## src/pkg/pss_pkg.sv

```systemverilog
// Package with register map, field positions and reset values of the soft strap block.
package pss_pkg;
    // Register indices; the byte address is four times the index.
    localparam logic [7:0] pss_idx_one = 8'h09;
    localparam logic [7:0] pss_idx_two = 8'h0a;
    localparam logic [7:0] pss_idx_three = 8'h0b;
    // Field positions in strap_control_one.
    localparam int pss_one_cfg_done = 15;
    // Field positions in strap_control_two.
    localparam int pss_two_fast_linkup = 6;
    localparam int pss_two_ext_fd = 5;
    localparam int pss_two_enh_led = 4;
    localparam int pss_two_iso_hd = 3;
    localparam int pss_two_idle_err = 2;
    localparam int pss_two_odd_dis = 1;
    localparam int pss_two_rx_clk_sel = 0;
    // Field positions in strap_control_three.
    localparam int pss_three_pol_swap = 6;
    localparam int pss_three_pair_swap = 5;
    localparam int pss_three_bypass = 4;
    // Writable masks and reset values.
    localparam logic [15:0] pss_one_mask = 16'h8000;
    localparam logic [15:0] pss_two_mask = 16'h3fff;
    localparam logic [15:0] pss_three_mask = 16'h007f;
    localparam logic [15:0] pss_one_reset = 16'h0000;
    localparam logic [15:0] pss_two_reset = 16'h0004;
    localparam logic [15:0] pss_three_reset = 16'h0000;
    // Length of the internal reset pulse, in cycles.
    localparam logic [1:0] pss_rst_pulse_cycles = 2'h1;

    // Transmit nibble tracker states.
    typedef enum logic [2:0] {
        pss_tx_idle = 3'b001,
        pss_tx_run = 3'b010,
        pss_tx_ext = 3'b100
    } pss_tx_type;
endpackage : pss_pkg

```

## src/rtl/pss_strap_config.sv

```systemverilog
// Soft strap configuration register bank with APB slave and strap-driven behaviour.
//
// Contract
// - Extended FD clear: standard duplex decision.
// - Enhanced LED: link LED only 100TX FD.
// - Isolate bit: isolate MII on 100TX HD.
// - Idle error bit enables idle symbol errors.
// - Odd nibble end: extend TX_EN, force error.
// - RMII receive clock select: RX_CLK or crystal.
// - Config done: internal reset pulse, latch straps.
// - Third register bits 15:7 read zero.
// - Polarity swap inverts both pairs.
// - Pair swap exchanges transmit and receive pairs.
// - Port mirror needs both swap bits set.
// - 4B/5B bypass, valid only in MII.
//
// Design decision made here: register access over APB.
`timescale 1ns/1ps
`default_nettype none
module pss_strap_config (
    input wire logic pclk, // APB clock, 200 MHz.
    input wire logic presetn, // Asynchronous reset, active low.
    input wire logic psel, // APB select.
    input wire logic penable, // APB enable.
    input wire logic pwrite, // APB direction, high for write.
    input wire logic [31:0] paddr, // APB byte address.
    input wire logic [31:0] pwdata, // APB write data.
    input wire logic [3:0] pstrb, // APB byte strobes.
    output logic [31:0] prdata, // APB read data, registered.
    output logic pready, // APB ready, combinational.
    output logic pslverr, // APB error for unmapped address, registered.
    input wire logic link_up, // Link established, same clock domain.
    input wire logic link_100, // Link runs at 100 Mb/s.
    input wire logic an_full_duplex, // Duplex chosen by standard negotiation.
    input wire logic partner_forced_100, // Link partner forced to 100BASE-TX.
    input wire logic mii_mode, // MAC interface is MII, not RMII.
    input wire logic rx_idle, // Receiver is in the IDLE state.
    input wire logic rx_symbol_err, // Symbol error seen by the receiver.
    input wire logic tx_en, // Transmit enable from the MAC.
    input wire logic tx_er, // Transmit error from the MAC.
    output logic full_duplex, // Resolved duplex, high for full.
    output logic led_link, // Link indicator, high for on.
    output logic mii_isolate, // MII outputs isolated.
    output logic idle_rx_err, // Idle symbol error flag, registered, high one cycle after each cycle with the error.
    output logic tx_en_int, // Internal transmit enable with extension.
    output logic tx_er_int, // Internal transmit error with forced cycle.
    output logic rx_clk_sel, // High: receive data timed by RX_CLK.
    output logic polarity_swap, // Invert both pairs.
    output logic pair_swap, // Receive on transmit-named pair.
    output logic port_mirror, // Port mirroring enabled.
    output logic bypass_4b5b, // 4B/5B encoder and decoder bypassed.
    output logic fast_linkup_pd, // Fast link-up during parallel detection.
    output logic cfg_reset // Internal reset pulse after config done.
);
    import pss_pkg::*;

    // Whole state of the block in one register.
    typedef struct packed {
        logic [15:0] one; // Software copy of strap_control_one.
        logic [15:0] two; // Software copy of strap_control_two.
        logic [15:0] three; // Software copy of strap_control_three.
        logic [15:0] cfg_two; // Latched configuration from strap_control_two.
        logic [15:0] cfg_three; // Latched configuration from strap_control_three.
        logic [1:0] rst_cnt; // Remaining cycles of the internal reset pulse.
        logic [31:0] rdata; // Read data held for the access phase.
        logic err; // Error answer held for the access phase.
        pss_tx_type tx_state; // Transmit nibble tracker.
        logic odd; // Odd number of nibbles sent so far.
        logic tx_en_o; // Registered internal transmit enable.
        logic tx_er_o; // Registered internal transmit error.
        logic idle_err; // Registered idle symbol error flag.
        logic led; // Registered link indicator.
        logic iso; // Registered isolation state.
        logic fd; // Registered duplex.
    } pss_state_type;

    pss_state_type state;
    pss_state_type next_state;
    logic [7:0] index; // Word index decoded from the byte address.
    logic mapped; // Address hits one of the three registers.
    logic access; // Access phase completes this cycle.
    logic [15:0] wmask; // Byte strobe mask on the low half word.

    // The slave never inserts wait states, so every access phase ends at once.
    assign pready = psel & penable;
    assign prdata = state.rdata;
    assign pslverr = state.err & psel & penable;
    assign index = paddr[9:2];
    assign access = psel & penable;
    assign mapped = (paddr[31:10] == 22'h000000) && (paddr[1:0] == 2'h0) &&
        (index == pss_idx_one || index == pss_idx_two || index == pss_idx_three);
    assign wmask = {{8{pstrb[1]}}, {8{pstrb[0]}}};

    // Outputs driven from the latched configuration, not the software copies.
    assign rx_clk_sel = state.cfg_two[pss_two_rx_clk_sel];
    assign polarity_swap = state.cfg_three[pss_three_pol_swap];
    assign pair_swap = state.cfg_three[pss_three_pair_swap];
    assign port_mirror = state.cfg_three[pss_three_pol_swap] & state.cfg_three[pss_three_pair_swap];
    assign bypass_4b5b = state.cfg_three[pss_three_bypass] & mii_mode;
    assign fast_linkup_pd = state.cfg_two[pss_two_fast_linkup];
    assign cfg_reset = (state.rst_cnt != 2'h0);
    assign full_duplex = state.fd;
    assign led_link = state.led;
    assign mii_isolate = state.iso;
    assign idle_rx_err = state.idle_err;
    assign tx_en_int = state.tx_en_o;
    assign tx_er_int = state.tx_er_o;

    // Next-state logic: bus slave, strap latch and behaviour taps.
    always_comb begin
        next_state = state;
        // Read data is prepared in the setup cycle so that it comes from a flop.
        if (psel && !penable) begin
            next_state.err = !mapped;
            case (index)
                pss_idx_one: next_state.rdata = {16'h0000, state.one};
                pss_idx_two: next_state.rdata = {16'h0000, state.two};
                pss_idx_three: next_state.rdata = {16'h0000, state.three & pss_three_mask};
                default: next_state.rdata = 32'h00000000;
            endcase
            if (!mapped) begin
                next_state.rdata = 32'h00000000;
            end
        end
        // Writes take effect only at the completing edge; reserved bits stay zero.
        if (access && pwrite && mapped) begin
            case (index)
                pss_idx_one: begin
                    next_state.one = (state.one & ~(pss_one_mask & wmask)) | (pwdata[15:0] & pss_one_mask & wmask);
                end
                pss_idx_two: begin
                    next_state.two = (state.two & ~(pss_two_mask & wmask)) | (pwdata[15:0] & pss_two_mask & wmask);
                end
                pss_idx_three: begin
                    next_state.three = (state.three & ~(pss_three_mask & wmask)) |
                        (pwdata[15:0] & pss_three_mask & wmask);
                end
                default: begin
                end
            endcase
        end
        // Config done written as one starts the reset pulse; software owns the sequence.
        if (access && pwrite && mapped && index == pss_idx_one && pstrb[1] &&
            pwdata[pss_one_cfg_done]) begin
            next_state.rst_cnt = pss_rst_pulse_cycles;
        end else if (state.rst_cnt != 2'h0) begin
            next_state.rst_cnt = state.rst_cnt - 2'h1;
        end
        // The straps are latched while the pulse is high, so they apply after it ends.
        if (state.rst_cnt != 2'h0) begin
            next_state.cfg_two = state.two;
            next_state.cfg_three = state.three;
        end
        // Duplex: forced full only with the extended bit set and a forced-100 partner.
        if (state.cfg_two[pss_two_ext_fd] && link_100 && partner_forced_100) begin
            next_state.fd = 1'b1;
        end else begin
            next_state.fd = an_full_duplex;
        end
        // Link indicator qualified by 100TX full duplex when enhanced mode is on.
        if (state.cfg_two[pss_two_enh_led]) begin
            next_state.led = link_up & link_100 & next_state.fd;
        end else begin
            next_state.led = link_up;
        end
        // Isolation only on a 100TX half-duplex link.
        next_state.iso = state.cfg_two[pss_two_iso_hd] & link_up & link_100 & !next_state.fd;
        // Idle symbol errors are reported only when enabled.
        next_state.idle_err = state.cfg_two[pss_two_idle_err] & rx_idle & rx_symbol_err;
        // Transmit tracker: each cycle of tx_en carries one nibble.
        next_state.tx_en_o = tx_en;
        next_state.tx_er_o = tx_er;
        case (state.tx_state)
            pss_tx_idle: begin
                if (tx_en) begin
                    next_state.tx_state = pss_tx_run;
                    next_state.odd = 1'b1;
                end
            end
            pss_tx_run: begin
                if (tx_en) begin
                    next_state.odd = !state.odd;
                end else if (state.odd && !state.cfg_two[pss_two_odd_dis]) begin
                    // Frame ended mid-byte: stretch one cycle and flag it as an error.
                    next_state.tx_state = pss_tx_ext;
                    next_state.tx_en_o = 1'b1;
                    next_state.tx_er_o = 1'b1;
                end else begin
                    next_state.tx_state = pss_tx_idle;
                end
            end
            pss_tx_ext: begin
                // A new frame in the stretch cycle starts a fresh count.
                next_state.tx_state = tx_en ? pss_tx_run : pss_tx_idle;
                next_state.odd = tx_en;
            end
            default: begin
                next_state.tx_state = pss_tx_idle;
                next_state.odd = 1'b0;
            end
        endcase
    end

    // State register; the latched configuration starts at the documented defaults.
    always_ff @(posedge pclk or negedge presetn) begin
        if (!presetn) begin
            state <= '{one: pss_one_reset, two: pss_two_reset, three: pss_three_reset,
                cfg_two: pss_two_reset, cfg_three: pss_three_reset, rst_cnt: 2'h0,
                rdata: 32'h00000000, err: 1'b0, tx_state: pss_tx_idle, odd: 1'b0,
                tx_en_o: 1'b0, tx_er_o: 1'b0, idle_err: 1'b0, led: 1'b0, iso: 1'b0, fd: 1'b0};
        end else begin
            state <= next_state;
        end
    end
endmodule : pss_strap_config
`default_nettype wire

```

## config.mk

```make
export PLATFORM = sky130hd
export DESIGN_NAME = pss_strap_config
export DESIGN_NICKNAME = d
export VERILOG_FILES = /design/src/pkg/pss_pkg.sv /design/src/rtl/pss_strap_config.sv
export SDC_FILE = /design/constraint.sdc
export NUM_CORES = 1
export LEC_CHECK = 0
export ABC_CLOCK_PERIOD_IN_PS = 1700
export BUFFER_PORTS_ARGS = -buffer_cell sky130_fd_sc_hd__buf_2
export CAP_MARGIN = 20
export CELL_PAD_IN_SITES_DETAIL_PLACEMENT = 0
export CELL_PAD_IN_SITES_GLOBAL_PLACEMENT = 1
export CORE_AREA = 3 3 94 96
export CTS_CLUSTER_DIAMETER = 100
export DETAILED_ROUTE_END_ITERATION = 12
export DIE_AREA = 0 0 97 99
export GPL_TIMING_DRIVEN = 0
export MAX_ROUTING_LAYER = met4
export PLACE_DENSITY_LB_ADDON = 0.1
export SLEW_MARGIN = 20
export SYNTH_ARGS = -nofsm -noshare
export SYNTH_HDL_FRONTEND = slang
export SYNTH_SLANG_ARGS = --single-unit
```

## constraint.sdc

```tcl
create_clock -name pclk -period 1.7 [get_ports pclk]
set_input_delay 0.085 -clock pclk [delete_from_list [all_inputs] [get_ports pclk]]
set_output_delay 0.085 -clock pclk [all_outputs]
set_load 0.005 [all_outputs]
```

==> flow_summary.json, run 1 <==
{
  "status": "complete, no violations",
  "synth_top_area_cell": "dfrtp_1",
  "row_count": 33,
  "pre_cts_ws_ps": -531,
  "drive_gt1_frac": 0.516,
  "dp.cells": 437,
  "reg2reg_to": "state[66]$_DFFE_PN0P_",
  "min_path_cells": 2,
  "intPower_mw": 2.42,
  "layout_setup_ws_ps": 118,
  "synth_edf_count": 0,
  "stdcell_count": 477,
  "min_path_type": "in -> reg",
  "critPathTopFamily": "buffers and inverters",
  "final_area_um2": 3970,
  "finalHoldViolations": 0,
  "setup_viol": 0,
  "hpwl_um": 4470,
  "grt_use_total": 0.140,
  "drc": 0,
  "cts_tree": "done",
  "worstRegToRegCells": 4,
  "pwr-share-seq": 0.486,
  "critPathLaunch": "state[43]$_DFFE_PN0P_",
  "r2r_start": "state[43]$_DFFE_PN0P_",
  "yosysWarnings": 0,
  "grt_setup_unrepaired": "false",
  "skew_ps": 7.98,
  "fin_nets": 450,
  "synth_top_area_share": 0.511,
  "swShare": 0.232,
  "die_x_um": 97,
  "cts_buffer_depth": 2,
  "drt_iter0_markers": 46,
  "p_clk_frac": 0.406,
  "core_um2": 8130,
  "max_freq_mhz": 632,
  "gp_congestion": 0.735,
  "synthTopCellsByCount": "57 x dfrtp_1, 32 x buf_4, 31 x mux2_2",
  "antenna_found_initial": 0,
  "syn_inst": 224,
  "path_common_cell": "inv_1",
  "synth-async-reset-ratio": 1.00,
  "placed_area_um2": 3480,
  "grt_overflow": 0,
  "cts_sinks": 60,
  "first_pass_iters": 4,
  "period_minus_slack_ps": 1580,
  "yosys-top-cells-area": "dfrtp_1 51%, mux2_2 13%, buf_4 8.6%, dfstp_2 2.8%, mux2i_1 2.5%",
  "hold_start": "pwdata[1]",
  "wire_per_inst_um": 12.9,
  "post-route-period-util": 0.931,
  "worst_setup_path_start_kind": "flip-flop",
  "clk_pin_slew_worst_paths_ps": 60,
  "area_delta_synth_final_pct": 42.3,
  "num_antenna_cells": 0,
  "synth-seq-area-share": 0.539,
  "combPwrFrac": 0.108,
  "htree_levels": 3,
  "leakage_nw": 2.12,
  "grt_pass1_wl_um": 10400,
  "critPathRequiredTime_ps": 1620,
  "first_global_vias": 2081,
  "grt_max_degree": 36,
  "pin_count": 129,
  "tightest_slew_ps": 675,
  "path_cells": "inv_1, ha_1, buf_4, inv_1, buf_2",
  "cp_max_fo": 10,
  "drt_wl_total_um": 6150,
  "critPathSlowestCell": "dfrtp_1",
  "power.switching_uw": 730,
  "synth_area_per_cell_um2": 12.5,
  "crit_type": "reg -> out",
  "numPortBuffers": 91,
  "r2r_slack_ps": 240,
  "vias": 2115,
  "ir_worst_vdd_mv": 0.381,
  "die_area_um2": 9600,
  "cp_slowest_stage_delay_ps": 390,
  "synth.most_common_cell": "dfrtp_1",
  "synth_top_flop_cell": "dfrtp_1",
  "ys_ff_latch": 60,
  "synth.distinct_cells": 36,
  "cts-buffers-inserted": 9,
  "slew_viol_final": 0,
  "start_util": 0.343,
  "syn_area_um2": 2790,
  "cp-end-kind": "output pin",
  "maxCapViolCount": 0,
  "arrival_ps": 1500,
  "die_y_um": 99,
  "antenna_left": 0,
  "cp.depth": 5,
  "viasPerCell": 4.43,
  "p_per_area_nw_per_um2": 794,
  "max-slew-margin-rel": 0.550,
  "clock_latency_ps": 330,
  "worst-path-buf-inv": 4,
  "cts_root_buf": "clkbuf_8"
}
-- how the worst max path moves through the flow --
stage / slack [ps] / to
final: 120 / cfg_reset
after global routing: 20 / cfg_reset
after CTS: 30 / cfg_reset
after detailed placement: -530 / flip-flop
after global placement: -510 / flip-flop
after floorplan: -5 / flip-flop
-- area by class of cell --
class | instances | area [µm²]
clock buffers | 14 | 163
well taps | 105 | 131
plain buffers | 36 | 259
clock inverters | 2 | 35.0
fillers | 800 | 4160
inverters | 7 | 26.3
repair buffers | 116 | 736
flip-flops and latches | 60 | 1510
multi-input cells | 137 | 1120
-- what timing repair did --
item                                    4_1_cts  5_1_grt
setup buffers                                 2        1
pin swaps                                     3        2
endpoints found under the setup margin       38       20
hold buffers                                 21        0
hold endpoints to repair                     66        0
gates cloned                                  0        0
gates resized for setup                       4        4
-- cell families after synthesis --
family                     share of synthesized area
AOI/OAI and AO/OA                             0.0762
other                                        0.00134
DFF                                            0.539
buffers and inverters                          0.101
and+or+nand+nor                                0.121
xor gates and xnor gates                     0.00628
adders and majority gates                    0.00448
muxes                                          0.150
-- routing by layer --
layer / part of all wire / global-route usage / up-vias
met5: 0 / - / -
met4: 0.0063 / 0.0389 / 0
met3: 0.067 / 0.0552 / 5
met2: 0.49 / 0.214 / 57
met1: 0.43 / 0.172 / 1013
li1: - / - / 1040
-- cells in the final DEF, fill, tap and decap left out, types with 11 or more instances in the layout --
master	count
buf_2	90
dfrtp_1	57
buf_4	35
mux2_2	31
dlygate4sd3_1	21
conb_1	17
nand2_1	14
o21ai_0	12
clkbuf_8	11
-- power by group through the flow --
stage / logic [mW] / registers, mW / clock network [mW]
6_report: 0.340 / 1.53 / 1.28
5_1_grt: 0.389 / 1.54 / 1.39
4_1_cts: 0.341 / 1.53 / 1.33
3_5_place_dp: 0.305 / 1.56 / 0
3_3_place_gp: 0.298 / 1.56 / 0
2_1_floorplan: 0.158 / 1.55 / 0
-- through the flow --
| step | hold WS [ps] | setup TNS [ps] | utilization | power (mW) |
|---|---|---|---|---|
| 2_1_floorplan | -211 | -35.9 | - | 1.71 |
| 6_report | 18.2 | 0 | 0.488 | 3.15 |
| 4_1_cts | 1.21 | 0 | 0.485 | 3.20 |
| 3_5_place_dp | 19.1 | -14630 | 0.428 | 1.86 |
| 5_1_grt | 3.18 | 0 | 0.488 | 3.32 |
| 3_3_place_gp | 286 | -13970 | 0.425 | 1.86 |
No activity file was read; power rests on OpenSTA's default activity.
==> run 2: changes to the inputs <==
--- a/config.mk
+++ b/config.mk
@@ -10,10 +10,10 @@
 export CAP_MARGIN = 20
 export CELL_PAD_IN_SITES_DETAIL_PLACEMENT = 0
 export CELL_PAD_IN_SITES_GLOBAL_PLACEMENT = 1
-export CORE_AREA = 3 3 94 96
+export CORE_AREA = 2 2 93 95
 export CTS_CLUSTER_DIAMETER = 100
 export DETAILED_ROUTE_END_ITERATION = 12
-export DIE_AREA = 0 0 97 99
+export DIE_AREA = 0 0 95 97
 export GPL_TIMING_DRIVEN = 0
 export MAX_ROUTING_LAYER = met4
 export PLACE_DENSITY_LB_ADDON = 0.1
==> flow_summary.json, run 2 (synthesis gave the netlist of run 1 again) <==
{
  "intPower_mw": 2.53,
  "min_path_cells": 2,
  "regArea_um2": 1510,
  "worstRegToRegCells": 4,
  "finalHoldViolations": 0,
  "hpwl_um": 4440,
  "layout_setup_ws_ps": 97.2,
  "p_per_area_nw_per_um2": 817,
  "worst-path-buf-inv": 2,
  "leakage_nw": 2.13,
  "max_freq_mhz": 624,
  "critPathTopFamily": "simple AND/OR/NAND/NOR gates",
  "critPathRequiredTime_ps": 1910,
  "wire_per_inst_um": 12.8,
  "p_clk_frac": 0.427,
  "cts_sinks": 60,
  "maxCapViolCount": 0,
  "grt_overflow": 0,
  "cts_tree": "done",
  "fillCellCount": 749,
  "ir_worst_vdd_mv": 0.438,
  "die_area_um2": 9220,
  "cp-end-kind": "flip-flop",
  "crit_type": "in -> reg",
  "tightest_slew_ps": 710,
  "power.switching_uw": 743,
  "start_util": 0.343,
  "final_area_um2": 4010,
  "max-slew-margin-rel": 0.527,
  "fin_nets": 453,
  "pre_cts_ws_ps": -518,
  "grt_setup_unrepaired": "false",
  "pin_count": 129,
  "multi_input_area_um2": 1100,
  "numPortBuffers": 91,
  "clk_pin_slew_worst_paths_ps": 60,
  "die_x_um": 95,
  "pwr-share-seq": 0.468,
  "first_global_vias": 2132,
  "num_antenna_cells": 0,
  "status": "complete, no violations",
  "period_minus_slack_ps": 1600,
  "min_path_type": "in -> reg",
  "core_um2": 8130,
  "antenna_found_initial": 0,
  "htree_levels": 3,
  "vias": 2091,
  "final_cell_mix": "90 x buf_2, 57 x dfrtp_1, 37 x buf_4",
  "row_count": 33,
  "power_mw": 3.27,
  "post-route-period-util": 0.943,
  "grt_use_total": 0.146,
  "arrival_ps": 1820,
  "drt_wl_total_um": 6130,
  "die_y_um": 97,
  "cts_root_buf": "clkbuf_8",
  "drive_gt1_frac": 0.517,
  "placed_area_um2": 3490,
  "drc": 0,
  "drt_iter0_markers": 52,
  "clock_latency_ps": 330,
  "area_delta_synth_final_pct": 43.5,
  "cts-buffers-inserted": 9,
  "cp_max_fo": 8,
  "critPathSlowestCell": "nor4_1",
  "combPwrFrac": 0.104,
  "path_cells": "buf_2, nor4_1, nand4_2, nor4_4, buf_12, mux2_2",
  "setup_viol": 0,
  "mostFrequentLayoutCell": "buf_2",
  "grt_max_degree": 46,
  "final_util": 0.492,
  "cp.depth": 6,
  "antenna_left": 0,
  "skew_ps": 7.70,
  "worst_setup_path_start_kind": "input port",
  "gp_congestion": 0.719,
  "slew_viol_final": 0,
  "cp_slowest_stage_delay_ps": 440,
  "viasPerCell": 4.36,
  "cts_buffer_depth": 2,
  "grt_pass1_wl_um": 9960,
  "first_pass_iters": 4,
  "swShare": 0.227
}
run 2: stage by stage:
| step | cells | hold WS (ps) | setup TNS (ps) |
|---|---|---|---|
| 4_1_cts | 476 | 1.61 | 0 |
| 6_report | 480 | 24.9 | 0 |
| 3_5_place_dp | 437 | -26.1 | -13960 |
| 5_1_grt | 480 | 5.95 | 0 |
| 2_1_floorplan | 240 | -211 | -35.9 |
| 3_3_place_gp | 436 | 294 | -13580 |
run 2: worst paths after layout:
| check | start | end | slack, ps |
|---|---|---|---|
| max | paddr[17] | flip-flop | 100 |
| min | link_up | led_link$_DFF_PN0_ | 20 |
| max reg2reg | state[43]$_DFFE_PN0P_ | state[65]$_DFFE_PN0P_ | 310 |
| min reg2reg | state[65]$_DFFE_PN0P_ | led_link$_DFF_PN0_ | 470 |
| max in group asynchronous | presetn | asynchronous set/reset pin | 990 |
| min in group asynchronous | presetn | prdata[11]$_DFFE_PN0P_ | 160 |
run 2: power groups by stage:
stage          Sequential, mW  Clock, mW  Combinational [mW]
3_3_place_gp             1.56          0               0.296
5_1_grt                  1.54       1.51               0.389
3_5_place_dp             1.56          0               0.312
6_report                 1.53       1.40               0.342
2_1_floorplan            1.55          0               0.158
4_1_cts                  1.53       1.45               0.346
run 2: cell type report:
class,instances,share of cell area
plain buffers,36,0.0647
clock buffers,12,0.0362
flip-flops and latches,60,0.376
inverters,7,0.00656
repair buffers,119,0.192
multi-input cells,137,0.274
clock inverters,4,0.0181
well taps,105,0.0328
run 2: per-layer routing:
layer,global-route usage,routed length [µm],part of all wire,vias up
met5,-,0,0,-
li1,-,-,-,1045
met4,0.0457,70,0.011,0
met3,0.0537,407,0.066,6
met1,0.171,2640,0.43,981
met2,0.231,3010,0.49,59
run 2: repair_timing:
action                     in CTS  in global routing
setup endpoints to repair      23                 28
setup buffers                   2                  3
hold endpoints to repair       81                  1
pin swaps                       2                  2
gates resized for setup         2                  4
hold buffers                   21                  1
==> run 3: changes to the inputs <==
--- a/config.mk
+++ b/config.mk
@@ -16,8 +16,9 @@
 export DIE_AREA = 0 0 95 97
 export GPL_TIMING_DRIVEN = 0
 export MAX_ROUTING_LAYER = met4
-export PLACE_DENSITY_LB_ADDON = 0.1
+export PLACE_DENSITY_LB_ADDON = 0.05
 export SLEW_MARGIN = 20
 export SYNTH_ARGS = -nofsm -noshare
 export SYNTH_HDL_FRONTEND = slang
 export SYNTH_SLANG_ARGS = --single-unit
+export TNS_END_PERCENT = 5
==> flow_summary.json, run 3 (synthesis gave the netlist of run 1 again) <==
{
  "status": "complete, no violations",
  "cts_sinks": 60,
  "drive_gt1_frac": 0.519,
  "finalHoldViolations": 0,
  "layout_setup_ws_ps": 132,
  "arrival_ps": 1780,
  "antenna_left": 0,
  "first_global_vias": 2049,
  "grt_use_total": 0.144,
  "swShare": 0.237,
  "regArea_um2": 1510,
  "cp-end-kind": "flip-flop",
  "grt_pass1_wl_um": 9920,
  "clock_latency_ps": 330,
  "power.switching_uw": 721,
  "max_freq_mhz": 638,
  "start_util": 0.343,
  "crit_type": "in -> reg",
  "cp_max_fo": 7,
  "placed_area_um2": 3480,
  "die_area_um2": 9220,
  "cts_tree": "done",
  "pwr-share-seq": 0.504,
  "pre_cts_ws_ps": -487,
  "reg2reg_to": "state[64]$_DFFE_PN0P_",
  "gp_congestion": 0.708,
  "multi_input_area_um2": 1130,
  "drt_wl_total_um": 6090,
  "skew_ps": 7.26,
  "stdcell_count": 475,
  "row_count": 33,
  "intPower_mw": 2.32,
  "post-route-period-util": 0.923,
  "drt_iter0_markers": 60,
  "antenna_found_initial": 0,
  "core_um2": 8130,
  "htree_levels": 3,
  "final_cell_mix": "90 x buf_2, 57 x dfrtp_1, 35 x buf_4",
  "area_delta_synth_final_pct": 41.5,
  "num_antenna_cells": 0,
  "combPwrFrac": 0.113,
  "ir_worst_vdd_mv": 0.464,
  "critPathRequiredTime_ps": 1910,
  "cts-buffers-inserted": 9,
  "die_y_um": 97,
  "leakage_nw": 2.10,
  "worstRegToRegCells": 4,
  "clk_pin_slew_worst_paths_ps": 60,
  "cts_buffer_depth": 2,
  "vias": 2072,
  "wire_per_inst_um": 12.8,
  "dp.cells": 437,
  "drc": 0,
  "final_area_um2": 3950,
  "fin_nets": 450,
  "first_pass_iters": 4,
  "die_x_um": 95,
  "grt_overflow": 0,
  "viasPerCell": 4.36,
  "p_per_area_nw_per_um2": 771,
  "numPortBuffers": 91,
  "min_path_type": "in -> reg",
  "min_path_cells": 2,
  "worst_setup_path_start_kind": "input port",
  "r2r_start": "state[43]$_DFFE_PN0P_",
  "hold_start": "pwdata[1]",
  "power_mw": 3.05,
  "p_clk_frac": 0.383,
  "hpwl_um": 4400,
  "r2r_slack_ps": 320,
  "period_minus_slack_ps": 1570,
  "finalSetupTns_ps": 0,
  "pin_count": 129,
  "slew_viol_final": 0,
  "mostFrequentLayoutCell": "buf_2",
  "setup_viol": 0,
  "maxCapViolCount": 0,
  "grt_max_degree": 42,
  "cts_root_buf": "clkbuf_8",
  "fillCellCount": 811
}
## run 3: worst max-delay path by stage
stage                           from   endpoint  slack, ps  depth (start not counted)
2_1_floorplan               paddr[7]  flip-flop         -5                          4
4_1_cts        state[43]$_DFFE_PN0P_  cfg_reset         20                          5
5_1_grt                    paddr[13]  flip-flop         -3                          5
3_5_place_dp               paddr[11]  flip-flop       -490                          5
3_3_place_gp               paddr[17]  flip-flop       -500                          5
6_report                   paddr[13]  flip-flop        130                          5
## run 3: cell type report
type	instances	area share
inverter	7	0.00666
sequential	60	0.381
buffer	36	0.0659
clock buffer	11	0.0333
clock inverter	3	0.0101
tap	105	0.0333
multi-input combinational	137	0.286
timing repair buffer	116	0.184
## run 3: per-stage QoR
stage,hold slack [ps],utilization
after floorplan,-211,-
after global placement,297,0.425
after detailed placement,-10.1,0.428
after CTS,1.98,0.480
after global routing,0.562,0.485
final,15.0,0.485
## run 3: repair_timing
action / in CTS / in global routing
endpoints found under the hold margin: 82 / 0
setup endpoints to repair: 30 / 25
resized for setup: 5 / 6
hold buffers: 22 / 0
pin swaps: 2 / 2
buffers inserted: 1 / 1
## run 3: power by group through the flow
stage | Sequential, mW | Combinational (mW) | Clock (mW)
floorplan | 1.55 | 0.158 | 0
global placement | 1.56 | 0.297 | 0
detailed placement | 1.56 | 0.305 | 0
CTS | 1.53 | 0.345 | 1.23
global route | 1.54 | 0.383 | 1.28
finish | 1.53 | 0.343 | 1.17
## run 3: layer usage
layer  track usage  share of wire  vias up
li1              -              -     1035
met1         0.187           0.46      971
met2         0.219           0.47       62
met3        0.0522          0.053        4
met4        0.0301         0.0076        0
met5             -              0        -
## run 3: critical path: stages
cell	delay, ps
buf_2	100
nor4_2	410
nand4_4	260
nor4_4	530
mux2_2	390
